--- config.mk ---
export PLATFORM = sky130hd
export DESIGN_NAME = adcc_top
export DESIGN_NICKNAME = d
export VERILOG_FILES = /design/src/include/adcc_pkg.sv /design/src/rtl/adcc_crc8.sv /design/src/rtl/adcc_top.sv
export SDC_FILE = /design/constraint.sdc
export NUM_CORES = 1
export LEC_CHECK = 0
export BUFFER_PORTS_ARGS = -buffer_cell sky130_fd_sc_hd__buf_2
export CORE_MARGIN = 2
export CORE_UTILIZATION = 50
export DETAILED_ROUTE_END_ITERATION = 6
export PLACE_DENSITY_LB_ADDON = 0.08
export SLEW_MARGIN = 20
export SYNTH_ARGS = -nofsm -noshare
export SYNTH_HDL_FRONTEND = slang
export SYNTH_HIERARCHICAL = 1
export SYNTH_SLANG_ARGS = --single-unit
--- constraint.sdc ---
create_clock -name mclk -period 6.5 [get_ports mclk]
set_input_delay 0.65 -clock mclk [delete_from_list [all_inputs] [get_ports mclk]]
set_output_delay 0.65 -clock mclk [all_outputs]
set_load 0.05 [all_outputs]
--- src/include/adcc_pkg.sv ---
// shared constants and types of the converter control block
package adcc_pkg;
  localparam int CH_COUNT   = 8;
  localparam int CODE_W     = 12;
  localparam int AVG_W      = 16;
  localparam int REG_W      = 16;
  localparam int LINK_BYTES = 3;

  localparam int CLK_PERIOD_NS    = 10;
  localparam int SAMPLE_PERIOD_NS = 1000;
  localparam int SAMPLE_CYCLES    =
    (SAMPLE_PERIOD_NS + CLK_PERIOD_NS - 1) / CLK_PERIOD_NS;

  localparam logic [7:0] ADDR_STATUS    = 8'h00;
  localparam logic [7:0] ADDR_GENERAL   = 8'h01;
  localparam logic [7:0] ADDR_AVG       = 8'h02;
  localparam logic [7:0] ADDR_MANUAL_CH = 8'h03;
  localparam logic [7:0] ADDR_FUNC      = 8'h04;
  localparam logic [7:0] ADDR_DIR       = 8'h05;
  localparam logic [7:0] ADDR_DRIVE     = 8'h06;
  localparam logic [7:0] ADDR_OUT_LEVEL = 8'h07;
  localparam logic [7:0] ADDR_IN_LEVEL  = 8'h08;
  localparam logic [7:0] ADDR_SEQ_MASK  = 8'h09;
  localparam logic [7:0] ADDR_RESULT    = 8'h0a;
  localparam logic [7:0] ADDR_RESULT_CH = 8'h0b;
  localparam logic [7:0] ADDR_THR_HIGH  = 8'h0c;
  localparam logic [7:0] ADDR_THR_LOW   = 8'h0d;

  localparam int GEN_CAL    = 0;
  localparam int GEN_CHECK  = 1;
  localparam int GEN_AUTO   = 2;
  localparam int GEN_HALT   = 3;
  localparam int GEN_ALERT  = 4;
  localparam int GEN_START  = 5;
  localparam int GEN_SUFFIX = 6;
  localparam int GEN_WINDOW = 8;
  localparam int GEN_W      = 9;

  localparam int ST_ERR   = 0;
  localparam int ST_BUSY  = 1;
  localparam int ST_VALID = 2;
  localparam int ST_HIGH  = 3;
  localparam int ST_LOW   = 4;

  localparam logic [GEN_W-1:0]  GEN_RST      = 9'h000;
  localparam logic [7:0]        CH_CFG_RST   = 8'h00;
  localparam logic [CODE_W-1:0] THR_HIGH_RST = 12'hfff;
  localparam logic [CODE_W-1:0] THR_LOW_RST  = 12'h000;
  localparam logic [2:0]        LINK_IDLE    = 3'h2;
  localparam int                LINK_WR_BIT  = 23;

  localparam logic [7:0] CRC_POLY = 8'h07;
  localparam logic [7:0] CRC_INIT = 8'h00;

  localparam logic [1:0] SUFFIX_CHID   = 2'h1;
  localparam logic [1:0] SUFFIX_STATUS = 2'h2;

  typedef enum logic [2:0] {
    S_IDLE, S_CAL, S_REQ, S_WAIT, S_GAP
  } adcc_state_type;

  typedef struct packed {
    logic       sclk;
    logic       cs_n;
    logic       sdi;
  } adcc_link_type;

  typedef struct packed {
    logic       start;
    logic       cal;
    logic [2:0] channel;
  } adcc_conv_req_type;

  typedef struct packed {
    logic              done;
    logic              cal_done;
    logic [CODE_W-1:0] code;
  } adcc_conv_rsp_type;
endpackage

--- src/rtl/adcc_crc8.sv ---
// crc-8 of one byte from a zero seed
module adcc_crc8
  import adcc_pkg::*;
#(
  parameter logic [7:0] POLY = CRC_POLY
) (
  input  wire logic [7:0] data,
  output logic      [7:0] crc
);
  always_comb begin
    crc = CRC_INIT ^ data;
    for (int i = 0; i < 8; i++) begin
      crc = crc[7] ? ((crc << 1) ^ POLY) : (crc << 1);
    end
  end
endmodule

--- src/rtl/adcc_top.sv ---
// channel, averaging, serial check and pin control of the converter
// Function
// after reset all eight channels are analog inputs
// function, direction and drive bits select analog, input, od or pp
// results are 12-bit unsigned straight binary codes
// codes pass through unchanged so 000, 800, fff map directly
// calibration bit starts calibration and clears itself when done
// one three-bit averaging ratio serves every analog channel
// averaged result is 16 bits with finer step
// host starts first conversion; follow-on conversions are internal
// averaged result is updated only after all samples are taken
// autonomous mode averages each masked channel in turn
// window comparator uses top 12 bits of averaged result
// with checking on, every sent and received byte has check byte
// check byte uses polynomial x^8 + x^2 + x + 1
// checking acts only while the check enable bit is set
// bad check byte discards data and sets inbound error flag
// writes are refused until error flag cleared by writing one
// alert enable raises alarm on inbound error
// suffix select 10b appends four status bits to read frame
// halt bit stops autonomous conversions after inbound error
// digital outputs drive the written output level
// input level reads real pin level of digital channels
// read data msb first, 16 or 12 bits plus 4-bit suffix
// analog channels read 0 and ignore output level
//
// Added by the designer: the plain strobed port and the register addresses.
module adcc_top
  import adcc_pkg::*;
#(
  parameter int SAMPLE_CYC = SAMPLE_CYCLES
) (
  input  wire logic              mclk,
  input  wire logic              rst_n,
  input  wire logic [7:0]        reg_addr,
  input  wire logic [REG_W-1:0]  reg_wdata,
  input  wire logic              reg_wr,
  input  wire logic              reg_rd,
  output logic      [REG_W-1:0]  reg_rdata,
  input  wire adcc_link_type     link_in,
  output logic                   sdo,
  output logic                   sdo_oe,
  output adcc_conv_req_type      conv_req,
  input  wire adcc_conv_rsp_type conv_rsp,
  input  wire logic [7:0]        pin_in,
  output logic      [7:0]        pin_out,
  output logic      [7:0]        pin_oe,
  output logic                   alarm
);
  // first circular channel after cur that the mask allows
  function automatic logic [2:0] next_ch(input logic [7:0] m,
                                         input logic [2:0] cur);
    logic [2:0] r;
    logic       found;
    r     = cur;
    found = 1'b0;
    for (int i = 1; i <= CH_COUNT; i++) begin
      if (!found && m[3'(cur + 3'(i))]) begin
        r     = 3'(cur + 3'(i));
        found = 1'b1;
      end
    end
    return r;
  endfunction

  logic [2:0]        lk_meta_reg;
  logic [2:0]        lk_sync_reg;
  logic [2:0]        lk_prev_reg;
  logic [7:0]        pin_meta_reg;
  logic [7:0]        pin_sync_reg;
  logic [GEN_W-1:0]  gen_reg;
  logic [2:0]        avg_reg;
  logic [2:0]        man_ch_reg;
  logic [7:0]        func_reg;
  logic [7:0]        dir_reg;
  logic [7:0]        drive_reg;
  logic [7:0]        out_lvl_reg;
  logic [7:0]        seq_reg;
  logic [CODE_W-1:0] thr_hi_reg;
  logic [CODE_W-1:0] thr_lo_reg;
  logic              err_reg;
  logic              valid_reg;
  logic              hi_reg;
  logic              lo_reg;
  logic              start_pend_reg;
  adcc_state_type    state_reg;
  logic [2:0]        chan_reg;
  logic [2:0]        ratio_run_reg;
  logic [7:0]        cnt_reg;
  logic [18:0]       acc_reg;
  logic [AVG_W-1:0]  result_reg;
  logic [2:0]        res_ch_reg;
  logic              res_avg_reg;
  logic [$clog2(SAMPLE_CYC+1)-1:0] tick_cnt_reg;
  logic [7:0]        in_shift_reg;
  logic [7:0]        in_hold_reg;
  logic [2:0]        in_bits_reg;
  logic              in_crcph_reg;
  logic [1:0]        in_bytes_reg;
  logic              in_bad_reg;
  logic [23:0]       in_word_reg;
  logic              link_wr_reg;
  logic [7:0]        out_byte_reg;
  logic [7:0]        out_hold_reg;
  logic [2:0]        out_bits_reg;
  logic              out_crcph_reg;
  logic [1:0]        out_idx_reg;
  logic [23:0]       out_word_reg;
  logic [7:0]        in_crc;
  logic [7:0]        out_crc;

  // link pins are sampled, their edges found on mclk
  wire sclk_s   = lk_sync_reg[2];
  wire cs_n_s   = lk_sync_reg[1];
  wire sdi_s    = lk_sync_reg[0];
  wire active   = ~cs_n_s;
  wire cs_fall  = ~cs_n_s & lk_prev_reg[1];
  wire cs_rise  = cs_n_s & ~lk_prev_reg[1];
  wire sclk_up  = active & sclk_s & ~lk_prev_reg[2];
  wire sclk_dn  = active & ~sclk_s & lk_prev_reg[2];
  // checking gate
  wire check_en = gen_reg[GEN_CHECK];

  always_ff @(posedge mclk or negedge rst_n) begin
    if (!rst_n) begin
      lk_meta_reg  <= LINK_IDLE;
      lk_sync_reg  <= LINK_IDLE;
      lk_prev_reg  <= LINK_IDLE;
      pin_meta_reg <= 8'h00;
      pin_sync_reg <= 8'h00;
    end else begin
      lk_meta_reg  <= {link_in.sclk, link_in.cs_n, link_in.sdi};
      lk_sync_reg  <= lk_meta_reg;
      lk_prev_reg  <= lk_sync_reg;
      pin_meta_reg <= pin_in;
      pin_sync_reg <= pin_meta_reg;
    end
  end

  // check bytes for both directions
  adcc_crc8 #(.POLY(CRC_POLY)) u_in_crc (
    .data (in_hold_reg),
    .crc  (in_crc)
  );
  adcc_crc8 #(.POLY(CRC_POLY)) u_out_crc (
    .data (out_hold_reg),
    .crc  (out_crc)
  );

  // inbound byte assembly; mismatch poisons the whole frame
  wire [7:0] in_next   = {in_shift_reg[6:0], sdi_s};
  wire       in_last   = sclk_up & (in_bits_reg == 3'd7);
  // mismatch on inbound check byte
  wire       mismatch  = in_last & in_crcph_reg & (in_next != in_crc);
  wire       frame_ok  = (in_bytes_reg == 2'(LINK_BYTES)) & ~in_bad_reg
                         & ~in_crcph_reg & in_word_reg[LINK_WR_BIT];

  always_ff @(posedge mclk or negedge rst_n) begin
    if (!rst_n) begin
      in_shift_reg <= 8'h00;
      in_hold_reg  <= 8'h00;
      in_bits_reg  <= 3'd0;
      in_crcph_reg <= 1'b0;
      in_bytes_reg <= 2'd0;
      in_bad_reg   <= 1'b0;
      in_word_reg  <= 24'h000000;
      link_wr_reg  <= 1'b0;
    end else begin
      // discard the frame's write
      link_wr_reg <= cs_rise & frame_ok;
      if (cs_fall) begin
        in_bits_reg  <= 3'd0;
        in_crcph_reg <= 1'b0;
        in_bytes_reg <= 2'd0;
        in_bad_reg   <= 1'b0;
      end else if (sclk_up) begin
        in_shift_reg <= in_next;
        in_bits_reg  <= in_bits_reg + 3'd1;
        if (in_last && in_crcph_reg) begin
          in_crcph_reg <= 1'b0;
          in_bad_reg   <= in_bad_reg | mismatch;
          in_bytes_reg <= in_bytes_reg + 2'd1;
        end else if (in_last && in_bytes_reg != 2'(LINK_BYTES)) begin
          in_word_reg <= {in_word_reg[15:0], in_next};
          in_hold_reg <= in_next;
          // check byte expected after each data byte
          if (check_en) begin
            in_crcph_reg <= 1'b1;
          end else begin
            in_bytes_reg <= in_bytes_reg + 2'd1;
          end
        end
      end
    end
  end

  // write path: local port wins over a link write in the same cycle
  wire             any_wr = reg_wr | link_wr_reg;
  wire [7:0]       w_addr = reg_wr ? reg_addr : {1'b0, in_word_reg[22:16]};
  wire [REG_W-1:0] w_data = reg_wr ? reg_wdata : in_word_reg[15:0];
  // lockout while error flag stands
  wire             wr_ok  = any_wr & ~err_reg;

  function automatic logic hit(input logic [7:0] a);
    return wr_ok && (w_addr == a);
  endfunction

  wire wr_status  = any_wr & (w_addr == ADDR_STATUS);
  wire wr_general = hit(ADDR_GENERAL);
  wire cal_done   = (state_reg == S_CAL) & conv_rsp.cal_done;
  wire conv_fin;
  wire [CODE_W-1:0] cmp_code;

  always_ff @(posedge mclk or negedge rst_n) begin
    if (!rst_n) begin
      // all channels analog
      gen_reg     <= GEN_RST;
      avg_reg     <= 3'd0;
      man_ch_reg  <= 3'd0;
      func_reg    <= CH_CFG_RST;
      dir_reg     <= CH_CFG_RST;
      drive_reg   <= CH_CFG_RST;
      out_lvl_reg <= CH_CFG_RST;
      seq_reg     <= CH_CFG_RST;
      thr_hi_reg  <= THR_HIGH_RST;
      thr_lo_reg  <= THR_LOW_RST;
    end else begin
      if (wr_general) begin
        gen_reg <= {w_data[GEN_W-1:GEN_START+1], 1'b0, w_data[GEN_START-1:1],
                    w_data[GEN_CAL] | (gen_reg[GEN_CAL] & ~cal_done)};
      end else if (cal_done) begin
        // self-clearing calibration bit
        gen_reg[GEN_CAL] <= 1'b0;
      end
      // one ratio for all channels
      if (hit(ADDR_AVG))       avg_reg     <= w_data[2:0];
      if (hit(ADDR_MANUAL_CH)) man_ch_reg  <= w_data[2:0];
      if (hit(ADDR_FUNC))      func_reg    <= w_data[7:0];
      if (hit(ADDR_DIR))       dir_reg     <= w_data[7:0];
      if (hit(ADDR_DRIVE))     drive_reg   <= w_data[7:0];
      if (hit(ADDR_OUT_LEVEL)) out_lvl_reg <= w_data[7:0];
      if (hit(ADDR_SEQ_MASK))  seq_reg     <= w_data[7:0];
      if (hit(ADDR_THR_HIGH))  thr_hi_reg  <= w_data[CODE_W-1:0];
      if (hit(ADDR_THR_LOW))   thr_lo_reg  <= w_data[CODE_W-1:0];
    end
  end

  // window compare on finished result
  wire wc_high = gen_reg[GEN_WINDOW] & conv_fin & (cmp_code > thr_hi_reg);
  wire wc_low  = gen_reg[GEN_WINDOW] & conv_fin & (cmp_code < thr_lo_reg);

  // flags: hardware set wins over a write-one clear
  always_ff @(posedge mclk or negedge rst_n) begin
    if (!rst_n) begin
      err_reg        <= 1'b0;
      valid_reg      <= 1'b0;
      hi_reg         <= 1'b0;
      lo_reg         <= 1'b0;
      start_pend_reg <= 1'b0;
    end else begin
      // only a one written to the flag clears it
      err_reg   <= mismatch | (err_reg & ~(wr_status & w_data[ST_ERR]));
      valid_reg <= conv_fin | (valid_reg & ~(wr_status & w_data[ST_VALID]));
      hi_reg    <= wc_high | (hi_reg & ~(wr_status & w_data[ST_HIGH]));
      lo_reg    <= wc_low | (lo_reg & ~(wr_status & w_data[ST_LOW]));
      start_pend_reg <= (wr_general & w_data[GEN_START]) | (start_pend_reg
                        & (state_reg != S_IDLE | gen_reg[GEN_CAL]));
    end
  end

  // sample pacing divider, one-cycle tick
  wire tick = (tick_cnt_reg == ($bits(tick_cnt_reg))'(SAMPLE_CYC - 1));
  always_ff @(posedge mclk or negedge rst_n) begin
    if (!rst_n) begin
      tick_cnt_reg <= '0;
    end else begin
      tick_cnt_reg <= tick ? '0 : tick_cnt_reg + 1'b1;
    end
  end

  // conversion sequencing
  wire [7:0]  usable    = seq_reg & ~func_reg;
  wire        idle      = (state_reg == S_IDLE);
  wire        cal_go    = idle & gen_reg[GEN_CAL];
  wire        man_go    = idle & start_pend_reg & ~cal_go;
  // halt on inbound error
  wire        halted    = gen_reg[GEN_HALT] & err_reg;
  // walk masked analog channels in turn
  wire        auto_go   = idle & gen_reg[GEN_AUTO] & tick & (|usable)
                          & ~halted & ~cal_go & ~start_pend_reg;
  wire [2:0]  auto_ch   = next_ch(usable, chan_reg);
  // plain binary code accumulated unchanged
  wire [18:0] acc_next  = acc_reg + {7'h00, conv_rsp.code};
  wire [7:0]  target    = 8'h01 << ratio_run_reg;
  wire        last_smp  = (cnt_reg + 8'h01) == target;
  wire        avg_run   = (ratio_run_reg != 3'd0);
  // R7 16-bit average: sum scaled by 16 then divided by count
  wire [22:0] scaled    = {acc_next, 4'h0} >> ratio_run_reg;
  wire [AVG_W-1:0] res_next = avg_run ? scaled[AVG_W-1:0]
                                      : {4'h0, conv_rsp.code};
  assign conv_fin = (state_reg == S_WAIT) & conv_rsp.done & last_smp;
  assign cmp_code = avg_run ? scaled[AVG_W-1:4] : conv_rsp.code;

  always_ff @(posedge mclk or negedge rst_n) begin
    if (!rst_n) begin
      state_reg     <= S_IDLE;
      chan_reg      <= 3'd0;
      ratio_run_reg <= 3'd0;
      cnt_reg       <= 8'h00;
      acc_reg       <= 19'h00000;
      result_reg    <= 16'h0000;
      res_ch_reg    <= 3'd0;
      res_avg_reg   <= 1'b0;
    end else begin
      unique case (state_reg)
        S_IDLE: begin
          if (cal_go) begin
            // calibration runs until the converter reports done
            state_reg <= S_CAL;
          end else if (man_go || auto_go) begin
            state_reg     <= S_REQ;
            chan_reg      <= man_go ? man_ch_reg : auto_ch;
            ratio_run_reg <= avg_reg;
            cnt_reg       <= 8'h00;
            acc_reg       <= 19'h00000;
          end
        end
        S_REQ: state_reg <= S_WAIT;
        S_WAIT: begin
          if (conv_rsp.done) begin
            acc_reg <= acc_next;
            cnt_reg <= cnt_reg + 8'h01;
            if (last_smp) begin
              // result replaced only once averaging ends
              state_reg   <= S_IDLE;
              result_reg  <= res_next;
              res_ch_reg  <= chan_reg;
              res_avg_reg <= avg_run;
            end else begin
              state_reg <= S_GAP;
            end
          end
        end
        // follow-on conversions started internally
        S_GAP: if (tick) state_reg <= S_REQ;
        S_CAL: if (conv_rsp.cal_done) state_reg <= S_IDLE;
      endcase
    end
  end

  assign conv_req.start   = (state_reg == S_REQ);
  assign conv_req.cal     = (state_reg == S_CAL);
  assign conv_req.channel = chan_reg;

  // status suffix when select is 10b
  wire [1:0] sfx_sel = gen_reg[GEN_SUFFIX+1:GEN_SUFFIX];
  wire [3:0] suffix  = (sfx_sel == SUFFIX_STATUS)
                         ? {err_reg, hi_reg, lo_reg, valid_reg}
                       : (sfx_sel == SUFFIX_CHID) ? {1'b0, res_ch_reg}
                       : 4'h0;
  // msb-aligned word, 16 or 12 bits then suffix
  wire [23:0] frame  = res_avg_reg ? {result_reg, suffix, 4'h0}
                                   : {result_reg[11:0], suffix, 8'h00};
  wire [7:0]  nxt_byte = (out_idx_reg == 2'd0) ? out_word_reg[15:8]
                       : (out_idx_reg == 2'd1) ? out_word_reg[7:0]
                       : 8'h00;

  // frame captured at select so a finishing conversion cannot tear it
  always_ff @(posedge mclk or negedge rst_n) begin
    if (!rst_n) begin
      out_byte_reg  <= 8'h00;
      out_hold_reg  <= 8'h00;
      out_bits_reg  <= 3'd0;
      out_crcph_reg <= 1'b0;
      out_idx_reg   <= 2'd0;
      out_word_reg  <= 24'h000000;
    end else if (cs_fall) begin
      out_word_reg  <= frame;
      out_byte_reg  <= frame[23:16];
      out_hold_reg  <= frame[23:16];
      out_bits_reg  <= 3'd0;
      out_crcph_reg <= 1'b0;
      out_idx_reg   <= 2'd0;
    end else if (sclk_dn) begin
      out_bits_reg <= out_bits_reg + 3'd1;
      if (out_bits_reg != 3'd7) begin
        out_byte_reg <= {out_byte_reg[6:0], 1'b0};
      end else if (check_en && !out_crcph_reg) begin
        // check byte after each sent byte
        out_byte_reg  <= out_crc;
        out_crcph_reg <= 1'b1;
      end else begin
        out_crcph_reg <= 1'b0;
        out_idx_reg   <= out_idx_reg + 2'd1;
        out_byte_reg  <= nxt_byte;
        out_hold_reg  <= nxt_byte;
      end
    end
  end

  assign sdo    = out_byte_reg[7];
  assign sdo_oe = active;

  // open drain drives low only, analog never driven
  wire [7:0] dout_en = func_reg & dir_reg;
  always_ff @(posedge mclk or negedge rst_n) begin
    if (!rst_n) begin
      pin_out <= 8'h00;
      pin_oe  <= 8'h00;
    end else begin
      pin_out <= dout_en & drive_reg & out_lvl_reg;
      pin_oe  <= dout_en & (drive_reg | ~out_lvl_reg);
    end
  end

  // alarm on inbound error
  assign alarm = (gen_reg[GEN_ALERT] & err_reg) | hi_reg | lo_reg;

  // real pin level of digital channels, zero for analog
  wire [7:0] in_level = pin_sync_reg & func_reg;
  wire [15:0] status  = {11'h000, lo_reg, hi_reg, valid_reg, ~idle, err_reg};
  wire [15:0] rd_mux  =
      (reg_addr == ADDR_STATUS)    ? status
    : (reg_addr == ADDR_GENERAL)   ? {7'h00, gen_reg}
    : (reg_addr == ADDR_AVG)       ? {13'h0000, avg_reg}
    : (reg_addr == ADDR_MANUAL_CH) ? {13'h0000, man_ch_reg}
    : (reg_addr == ADDR_FUNC)      ? {8'h00, func_reg}
    : (reg_addr == ADDR_DIR)       ? {8'h00, dir_reg}
    : (reg_addr == ADDR_DRIVE)     ? {8'h00, drive_reg}
    : (reg_addr == ADDR_OUT_LEVEL) ? {8'h00, out_lvl_reg}
    : (reg_addr == ADDR_IN_LEVEL)  ? {8'h00, in_level}
    : (reg_addr == ADDR_SEQ_MASK)  ? {8'h00, seq_reg}
    : (reg_addr == ADDR_RESULT)    ? result_reg
    : (reg_addr == ADDR_RESULT_CH) ? {13'h0000, res_ch_reg}
    : (reg_addr == ADDR_THR_HIGH)  ? {4'h0, thr_hi_reg}
    : (reg_addr == ADDR_THR_LOW)   ? {4'h0, thr_lo_reg}
    : 16'h0000;

  // read data stands only in the cycle after the strobe
  always_ff @(posedge mclk or negedge rst_n) begin
    if (!rst_n) begin
      reg_rdata <= 16'h0000;
    end else begin
      reg_rdata <= reg_rd ? rd_mux : 16'h0000;
    end
  end
endmodule

======== Word-level counts from Yosys, hierarchy flattened ========
Cells that the tools add are included.
word-level totals
  bits of input ports ..................... 53
  output and inout bits ................... 40
  bits in registers ....................... 288
  word-level logic and storage cells ...... 396
cells by class
  multiplexer cells ....................... 123
  $add $sub $neg .......................... 14
  bitwise operators ....................... 97
  $lt $le $gt $ge ......................... 10
  equality and inequality tests ........... 47
  shift-type cells ........................ 2
  reduce and logical (&&, ||, !) cells .... 56
operators with widths
  cell                number
  $mux 16             13
  $mux 8              14
  $mux 3              36
  $eq 8x4->1 const B  9
  $eq 8x3->1 const B  8
  $mux 12             5
  $mux 19             3
  $and 8x8->8         6
  $not 3->3           16
  $and 1x1->1         43
  $pmux 19 s2         1
  $eq 8x2->1 const B  4
  $lt 3x4->1 const B  8
  $mux 1              29
  $bmux 1 s3          8
  $mux 24             1
  $shr 23x3->16       1
  $logic_and 1x1->1   20
  $add 19x12->19      1
  $mux 2              9
  $not 1->1           18
  $eq 8x1->1 const B  2
  $logic_not 8->1     2
  $not 8->8           2
  other kinds (39)    90

======== Longest topological paths before layout ========
Gate-level depths: netlist of run 1.
  word-level depth ........................ 27
  depth in mapped cells ................... 20
  gate-level depth less buffers ........... 19

======== Modules after synthesis ========
The synthesis of run 1 kept the hierarchy.
by module, submodules not included
  module     cells each  area an instance (um^2)  sequential area each (um^2)  times used
  adcc_top   1656        15396.0                  6900.4                       1
  adcc_crc8  13          128.9                    0.0                          2

======== Least setup slack after synthesis of run 1 ========
OpenSTA, ideal clock, no wires.
  path type ............................... input -> register
  start ................................... input port conv_rsp[0] (netlist name)
  end ..................................... register lo_reg
  library setup time ...................... 0.066 ns
  data required time ...................... 6.434 ns
  data arrival time ....................... 4.307 ns
  path buffers ............................ 0
  stages on the path ...................... 19
  slack ................................... 2.127 ns
  cells stage by stage .................... ha_1 > fa_1 > a211oi_2 > o211ai_2 > a221oi_1 > xor2_1 > a21bo_2 > nand2_1 > o211ai_1 > o21ai_0 > ha_1 > a21o_1 > a21o_1 > a21oi_1 > nor2_1 > a2111oi_0 > nor2_1 > a211oi_1 > a41o_1
on the way
  word-level cells in the longest chain between the ends .. 6
RTL lines
  item                  RTL line         text
  from (decl)           adcc_top.sv:44   input wire adcc_conv_rsp_type conv_rsp,
  $add 19x12->19        adcc_top.sv:293  wire [18:0] acc_next = acc_reg + {7'h00, conv_rsp.code};
  $shr 23x3->16         adcc_top.sv:298  wire [22:0] scaled = {acc_next, 4'h0} >> ratio_run_reg;
  $mux 12 (*)           adcc_top.sv:302  assign cmp_code = avg_run ? scaled[AVG_W-1:4] : conv_rsp.code;
  $lt 12x12->1 (*)      adcc_top.sv:250  wire wc_low = gen_reg[GEN_WINDOW] & conv_fin & (cmp_code < thr_lo_reg);
  $and 1x1->1 (*)       adcc_top.sv:250
  $or 1x1->1 (*)        adcc_top.sv:265  lo_reg <= wc_low | (lo_reg & ~(wr_status & w_data[ST_LOW]));
  to (signal assigned)  adcc_top.sv:265
  to (decl)             adcc_top.sv:84   logic lo_reg;
Every way passes the cells marked *; elsewhere a longest branch is shown, timed or not.
A chain may end at the register's enable or synchronous reset.

======== Worst setup path after layout of run 1 ========
  start ................................... register acc_reg[0]
  end ..................................... register lo_reg
on the way
  word-level cells in the longest chain between the ends .. 6
RTL lines
  item                    RTL line         text
  from (decl)             adcc_top.sv:90   logic [18:0] acc_reg;
  from (signal assigned)  adcc_top.sv:331  acc_reg <= acc_next;
  $add 19x12->19          adcc_top.sv:293
  $shr 23x3->16           adcc_top.sv:298
  $mux 12                 adcc_top.sv:302
  $lt 12x12->1            adcc_top.sv:250
  $and 1x1->1             adcc_top.sv:250
  $or 1x1->1              adcc_top.sv:265
No other way between the ends.

==> results of run 1 <==
-- report_power, final --
| group | switching, mW | total, mW | internal [mW] |
|---|---|---|---|
| registers | 0.427 | 2.42 | 1.99 |
| clock network | 0.733 | 1.89 | 1.15 |
| logic | 1.69 | 2.81 | 1.12 |
-- layout make-up --
type / count / area [um^2] / share of cell area
clock inverter: 14 / 213 / 0.0122
multi-input combinational: 1262 / 8180 / 0.468
tap: 396 / 495 / 0.0283
timing repair buffer: 105 / 591 / 0.0338
inverter: 55 / 206 / 0.0118
sequential: 275 / 6900 / 0.395
clock buffer: 43 / 891 / 0.0510
-- logic make-up (layout without fill, tap and decap cells) --
group | after synthesis | after routing
DFF | 275 | 275
buffers and inverters | 145 | 217
adders and majority gates | 47 | 47
xor gates and xnor gates | 69 | 69
and+or+nand+nor | 553 | 553
AOI/OAI and AO/OA | 485 | 485
muxes | 108 | 108
-- layer usage --
| metal | share of wire | track usage | up-vias |
|---|---|---|---|
| met1 | 0.46 | 0.402 | 6484 |
| met2 | 0.45 | 0.434 | 447 |
| met5 | 0 | 0 | - |
| met3 | 0.064 | 0.0361 | 67 |
| li1 | - | - | 6150 |
| met4 | 0.021 | 0.0660 | 0 |
-- layout by cell type (no fill, tap or decap), types with 16 or more instances in the layout --
master     instances
nand2_1          254
nor3_1            26
ha_1              46
o22ai_1           32
xor2_1            23
nand3_1           30
a31oi_1           16
dfrtp_1          260
clkbuf_16         31
nor2b_1           30
inv_1             50
nor2_1           120
mux2_2            48
a21oi_1           94
buf_2             87
mux2i_1           44
o211ai_1          16
xnor2_1           42
o21ai_0          161
a211oi_1          18
buf_4             16
a22oi_1           21
-- worst reg2reg max path, cell delays in order (launching register included) --
cell,delay (ps)
dfrtp_1,380
ha_1,220
fa_1,470
a211oi_2,360
o211ai_2,180
a221oi_1,350
xor2_1,470
a21bo_2,250
nand2_1,60
o211ai_1,160
o21ai_0,190
ha_1,220
a21o_1,180
a21o_1,170
a21oi_1,140
nor2_1,60
a2111oi_0,340
nor2_1,80
a211oi_1,240
a41o_1,200
-- per-stage QoR --
stage / util / hold slack [ps] / power [mW] / cells
finish: 0.568 / 54.9 / 7.11 / 2150
global route: 0.568 / 133 / 7.57 / 2150
CTS: 0.568 / 103 / 7.11 / 2150
detailed placement: 0.532 / 336 / 5.20 / 2093
global placement: 0.532 / 332 / 5.15 / 2093
floorplan: - / 331 / 4.44 / 1682
-- worst max path at each step --
stage	start	endpoint	slack, ps	cells after the start
3_3_place_gp	conv_rsp[0]	lo_reg	1360	20
5_1_grt	acc_reg[0]	lo_reg	1220	19
6_report	acc_reg[0]	lo_reg	1720	19
3_5_place_dp	conv_rsp[0]	lo_reg	1390	20
2_1_floorplan	conv_rsp[0]	lo_reg	2130	19
4_1_cts	acc_reg[0]	lo_reg	1740	19
==> impl_results.md, run 1 <==
* Least-Margin Pin Slew at 1060 ps
* Routed vias at 13,148
* Status: completed
* Critical Path AT at 5290 ps
* Worst R2R Path Depth at 19
* CP Max Fanout at 7
* Clock Latency Late Sink at 590 ps
* P&R area growth vs syn at 11.7%
* Die area at 0.0327 mm^2
* Post-synth EDFFs at 0
* Fin crit period at 4780 ps
* PortBufs at 88
* H-tree Lvls at 1
* Syn Inst Count at 1,682
* Final hold vios at 0
* Peak VDD IR at 0.296 mV
* Maximum clock frequency at 209 MHz
* Synth top cells by count: dfrtp_1, nand2_1, o21ai_0
* Cell Area, Placed at 0.0164 mm^2
* Leak at 7.73 nW
* Worst Path Required at 7020 ps
* Top-count cell post-synth: dfrtp_1
* Gr usage total at 0.275
* Yosys cell types at 94
* RSZ-0062 raised after global routing: false
* CTS tree: yes
* Xor/xnor cell area share of the yosys netlist at 0.0405
* Initial Utilization at 0.509
* Worst flop-to-flop path startpoint: acc_reg[0]
* RR Endpoint: lo_reg
* Largest net degree at the start of global routing at 129
* Most area-hungry cell type in the Yosys netlist: dfrtp_1
* Worst slew margin at 0.288
* Hold Path Class: input pin to asynchronous set/reset pin
* Tcrit/Tclk final at 0.735
* Post-route ant nets at 0
* Clock Pin Slew Worst Setup and Hold Paths at 60 ps
* Core area at 0.0307 mm^2
* Pre-Repair DR Iteration Count at 5
* Fraction of layout cells with a size suffix above 1 at 0.154
* Hold_buf cts at 0
* Ranking of synthesized cells by area: dfrtp_1, nand2_1, o21ai_0, ha_1, mux2_2
* Worst Setup Slack, final at 1720 ps
* Chip height at 181 um
* Die width at 181 um
* Fillers at 2,781
* GRT overflow at 0
* # rows at 64
* Synth top area share at 0.416
* Antenna violations before repair at 0
* Post-synthesis adder-cell area fraction at 0.0380
* TNS Setup at 0 ps
* R2r setup slk at 1720 ps
* Post-synthesis sequential area ratio at 0.441
* Pre-CTS setup slack at 1390 ps
* Gpl congestion at 0.918
* Slew Limit Fails at 0
* Drt wl/cell at 20.9 um
* # nets final at 1,830
* Setup bufs post-CTS at 0
* Most used DFF post-synth: dfrtp_1
* First-pass GRT wire length at 71,400 um
* # setup viols final at 0
* Clk sink count at 275
* CP peak stage delay at 470 ps
* CP endpoint kind: flop
* Mean Syn Cell Area at 9.31 um^2
* Routed WL at 44,900 um
* Synth Register Bits at 275
* Diode count at 0
* Vias in the first global route at 12,553
* Worst Path Class, Setup: flop to flop
* Final Cell Area at 0.0175 mm^2
* Cts repair resizes at 0
* Synthesis Warnings at 6
* Post-DP HPWL at 32,300 um
* Post-synth ARST share at 1.00
* Type of origin of the critical path: flop
* Clock Skews at 20.7 ps
* Mapped cell area at 0.0157 mm^2
* Via-to-Cell Ratio at 6.12
* DRC errors left at 0
* Power Density at 407 mW/mm^2
* Compound-Gate Fraction of Synth Area at 0.201
* 1st-iter DRT viols at 1,161
* Max-Cap Viols at 0
* Syn Nets at 1,782
* CP Cell Sequence: ha_1 > fa_1 > a211oi_2 > o211ai_2 > a221oi_1 > xor2_1 > a21bo_2 > nand2_1 > o211ai_1 > o21ai_0 > ha_1 > a21o_1 > a21o_1 > a21oi_1 > nor2_1 > a2111oi_0 > nor2_1 > a211oi_1 > a41o_1
* Mux cell area share after synthesis at 0.0813
* Buf/Inv on CP at 0
* Max reg flops at 19
* CP delay by family, top: compound AO/OA/AOI/OAI gates
* Clk buf depth at 3
* Root Driver: clkbuf_16
* Ports at 93
* Simple-Gate Fraction of Synth Area at 0.162
* Largest family of logic cells by synthesized area: compound AO/OA/AOI/OAI gates
* Cell with the largest stage delay on the worst path: fa_1
* Total CTS buffers at 31
Power figures use the tool's default switching activity.
==> run 2: changes to the inputs <==
Settings changed: ABC_AREA set to 1.
Clock period 6.5 ns to 4 ns, I/O delays scaled along.
==> run 2 against run 1 <==
  * Sequential power grew 52%
  * Cell count increased by 14%
  * Combinational power rose by 20%
  * Flip-flop and latch count is the same
  * Non-clock buffer count is 15 higher
  * Via count is 4.6% higher
  * First-iteration DRC count is 18% higher
==> impl_results.md, run 2 <==
* Post-DP HPWL at 33,000 um
* Most common cell after layout, fill and taps aside: nand2_1
* Post-route ant nets at 0
* Top-count cell post-synth: nand2_1
* Initial Utilization at 0.509
* PortBufs at 88
* CP endpoint kind: flop
* Mapped cell area at 0.0152 mm^2
* CP delay by family, top: simple AND/OR/NAND/NOR gates
* GR peak layer: met2
* Ranking of synthesized cells by area: dfrtp_1, nand2_1, o21ai_0, inv_1, nand3_1
* Gpl congestion at 0.938
* H-tree Lvls at 1
* Clk buf depth at 3
* Worst Path Class, Setup: flop to flop
* TNS Setup at 0 ps
* Type of origin of the critical path: flop
* Worst Setup Slack, final at 352 ps
* Most frequent cells in the layout: nand2_1, dfrtp_1, inv_1
* Vias in the first global route at 12,927
* Root Driver: clkbuf_16
* Synthesis Warnings at 6
* Simple-Gate Fraction of Synth Area at 0.245
* Synth top cells by count: nand2_1, dfrtp_1, inv_1
* Worst Path Required at 4470 ps
* Routed WL at 43,900 um
* P_int at 6.29 mW
* Sw frac at 0.377
* Most used DFF post-synth: dfrtp_1
* Core area at 0.0298 mm^2
* Cell with the largest stage delay on the worst path: dfrtp_1
* Antenna violations before repair at 0
* Ports at 93
* Leak at 8.47 nW
* Power consumption at 10.1 mW
* Post-synth EDFFs at 0
* Synth top area share at 0.429
* Cts repair resizes at 0
* Gr usage total at 0.282
* Buf/Inv on CP at 1
* Post-synth ARST share at 1.00
* Worst path depth at 22
* Clock Skews at 11.3 ps
* Post-synthesis adder-cell area fraction at 0.0392
* Critical Path AT at 4120 ps
* Met3 Use GR at 0.0352
* Largest family of logic cells by synthesized area: simple AND/OR/NAND/NOR gates
* CP Cell Sequence: ha_1 > fa_1 > nand2_1 > inv_1 > nand2_1 > nand2_1 > a21oi_1 > nor2_1 > o21ai_0 > nand2_1 > nand2_1 > nand3_1 > nand3_1 > nand2_1 > or2_2 > ha_1 > nand3_1 > nor2_1 > nand2_1 > o2111ai_1 > o41ai_1 > o21ai_0
* Logic gate share of total power at 0.334
* # setup viols final at 0
* Clock Latency Late Sink at 560 ps
* # rows at 63
* Worst slew margin at 0.369
* Total CTS buffers at 30
* GRT met1 Usage at 0.410
* CP dominant cell by count: nand2_1
* Via-to-Cell Ratio at 5.59
* Yosys cell types at 63
* CP peak stage delay at 390 ps
* P_sw at 3.81 mW
* Clk pwr share at 0.303
* Max reg flops at 19
* Peak VDD IR at 0.379 mV
* Worst R2R Path Depth at 22
* RSZ-0062 raised after global routing: false
* Largest net degree at the start of global routing at 113
* Pre-CTS setup slack at 240 ps
* Routed vias at 13,756
* Most area-hungry cell type in the Yosys netlist: dfrtp_1
* Clock Pin Slew Worst Setup and Hold Paths at 60 ps
* Setup bufs post-CTS at 0
* Met2 usage at 0.440
* Hold_ws at 130 ps
* Synth Register Bits at 275
* Die area at 0.0318 mm^2
* Power Density at 585 mW/mm^2
* GRT overflow at 0
* Die width at 178 um
* Mux cell area share after synthesis at 0.00297
* Chip height at 178 um
* Sequential share of power at 0.364
* Syn Nets at 2,043
* # nets final at 2,146
* P&R area growth vs syn at 13.7%
* Diode count at 0
* Mean Syn Cell Area at 7.81 um^2
* Tcrit/Tclk final at 0.912
* Fraction of layout cells with a size suffix above 1 at 0.109
* Post-synthesis sequential area ratio at 0.455
* Clk sink count at 275
* 1st-iter DRT viols at 1,370
* Pre-Repair DR Iteration Count at 7
* Drt wl/cell at 17.8 um
* Maximum clock frequency at 274 MHz
* Compound-Gate Fraction of Synth Area at 0.151
* CTS tree: yes
* Max-Cap Viols at 0
* Hold Path Class: input pin to flop
* Status: completed
* Fin crit period at 3650 ps
* First-pass GRT wire length at 69,600 um
* DRC errors left at 0
* Hold depth at 2
* Syn Inst Count at 1,943
* Xor/xnor cell area share of the yosys netlist at 0.0295
* Least-Margin Pin Slew at 943 ps
* Final hold vios at 0
* Slew Limit Fails at 0
* Fillers at 2,794
* CP Max Fanout at 4
==> run 2: changes by cell type in the layout (fill, tap and decap cells not counted), moves of 30 or more <==
cell / change
nand3_1: +121
mux2i_1: -44
o21ai_0: +45
mux2_2: -44
nor2b_1: -30
nand2_1: +249
inv_1: +192
==> run 2: cell type report <==
class,count,area [um^2],share of cell area
clock inverters,16,241,0.0140
clock buffers,39,856,0.0496
flip-flops and latches,275,6900,0.400
repair buffers,120,733,0.0425
multi-input cells,1365,7090,0.411
well taps,390,488,0.0283
inverters,254,956,0.0554
==> run 2: repair_timing <==
action | CTS | global route
hold endpoints to repair | 106 | 0
hold buffers | 12 | 0
endpoints found under the setup margin | 0 | 0
==> run 2: cells by family after synthesis <==
| logic type | Yosys count |
|---|---|
| buffers and inverters | 303 |
| xor gates and xnor gates | 47 |
| muxes | 4 |
| and+or+nand+nor | 866 |
| DFF | 275 |
| AOI/OAI and AO/OA | 401 |
| adders and majority gates | 47 |
==> run 2: final timing paths <==
kind	startpoint	end	slack, ps
setup / recovery	acc_reg[0]	hi_reg	350
min in group asynchronous	rst_n	out_hold_reg[0]	470
hold / removal	conv_rsp[13]	state_reg[1]	130
setup reg to reg	acc_reg[0]	hi_reg	350
hold reg to reg	lk_meta_reg[0]	lk_sync_reg[0]	350
max in group asynchronous	rst_n	pin_sync_reg[1]	2390
==> run 2: per-stage QoR <==
step / cell area (um^2) / utilization / cells
2_1_floorplan: 15200 / - / 1943
3_3_place_gp: 16000 / 0.539 / 2392
3_5_place_dp: 16000 / 0.539 / 2392
4_1_cts: 17300 / 0.579 / 2459
5_1_grt: 17300 / 0.579 / 2459
6_report: 17300 / 0.579 / 2459
==> run 2: power by group through the flow <==
stage | clock, mW | sequential, mW | combinational, mW
after floorplan | 0 | 3.59 | 2.55
after global placement | 0 | 3.69 | 3.25
after detailed placement | 0 | 3.70 | 3.32
after CTS | 3.11 | 3.65 | 3.35
after global routing | 3.22 | 3.72 | 3.83
final | 3.06 | 3.67 | 3.37
==> run 2: per-layer routing <==
layer	up-vias	part of all wire
met5	-	0
met4	0	0.034
met3	92	0.069
met2	488	0.45
met1	6524	0.45
li1	6652	-
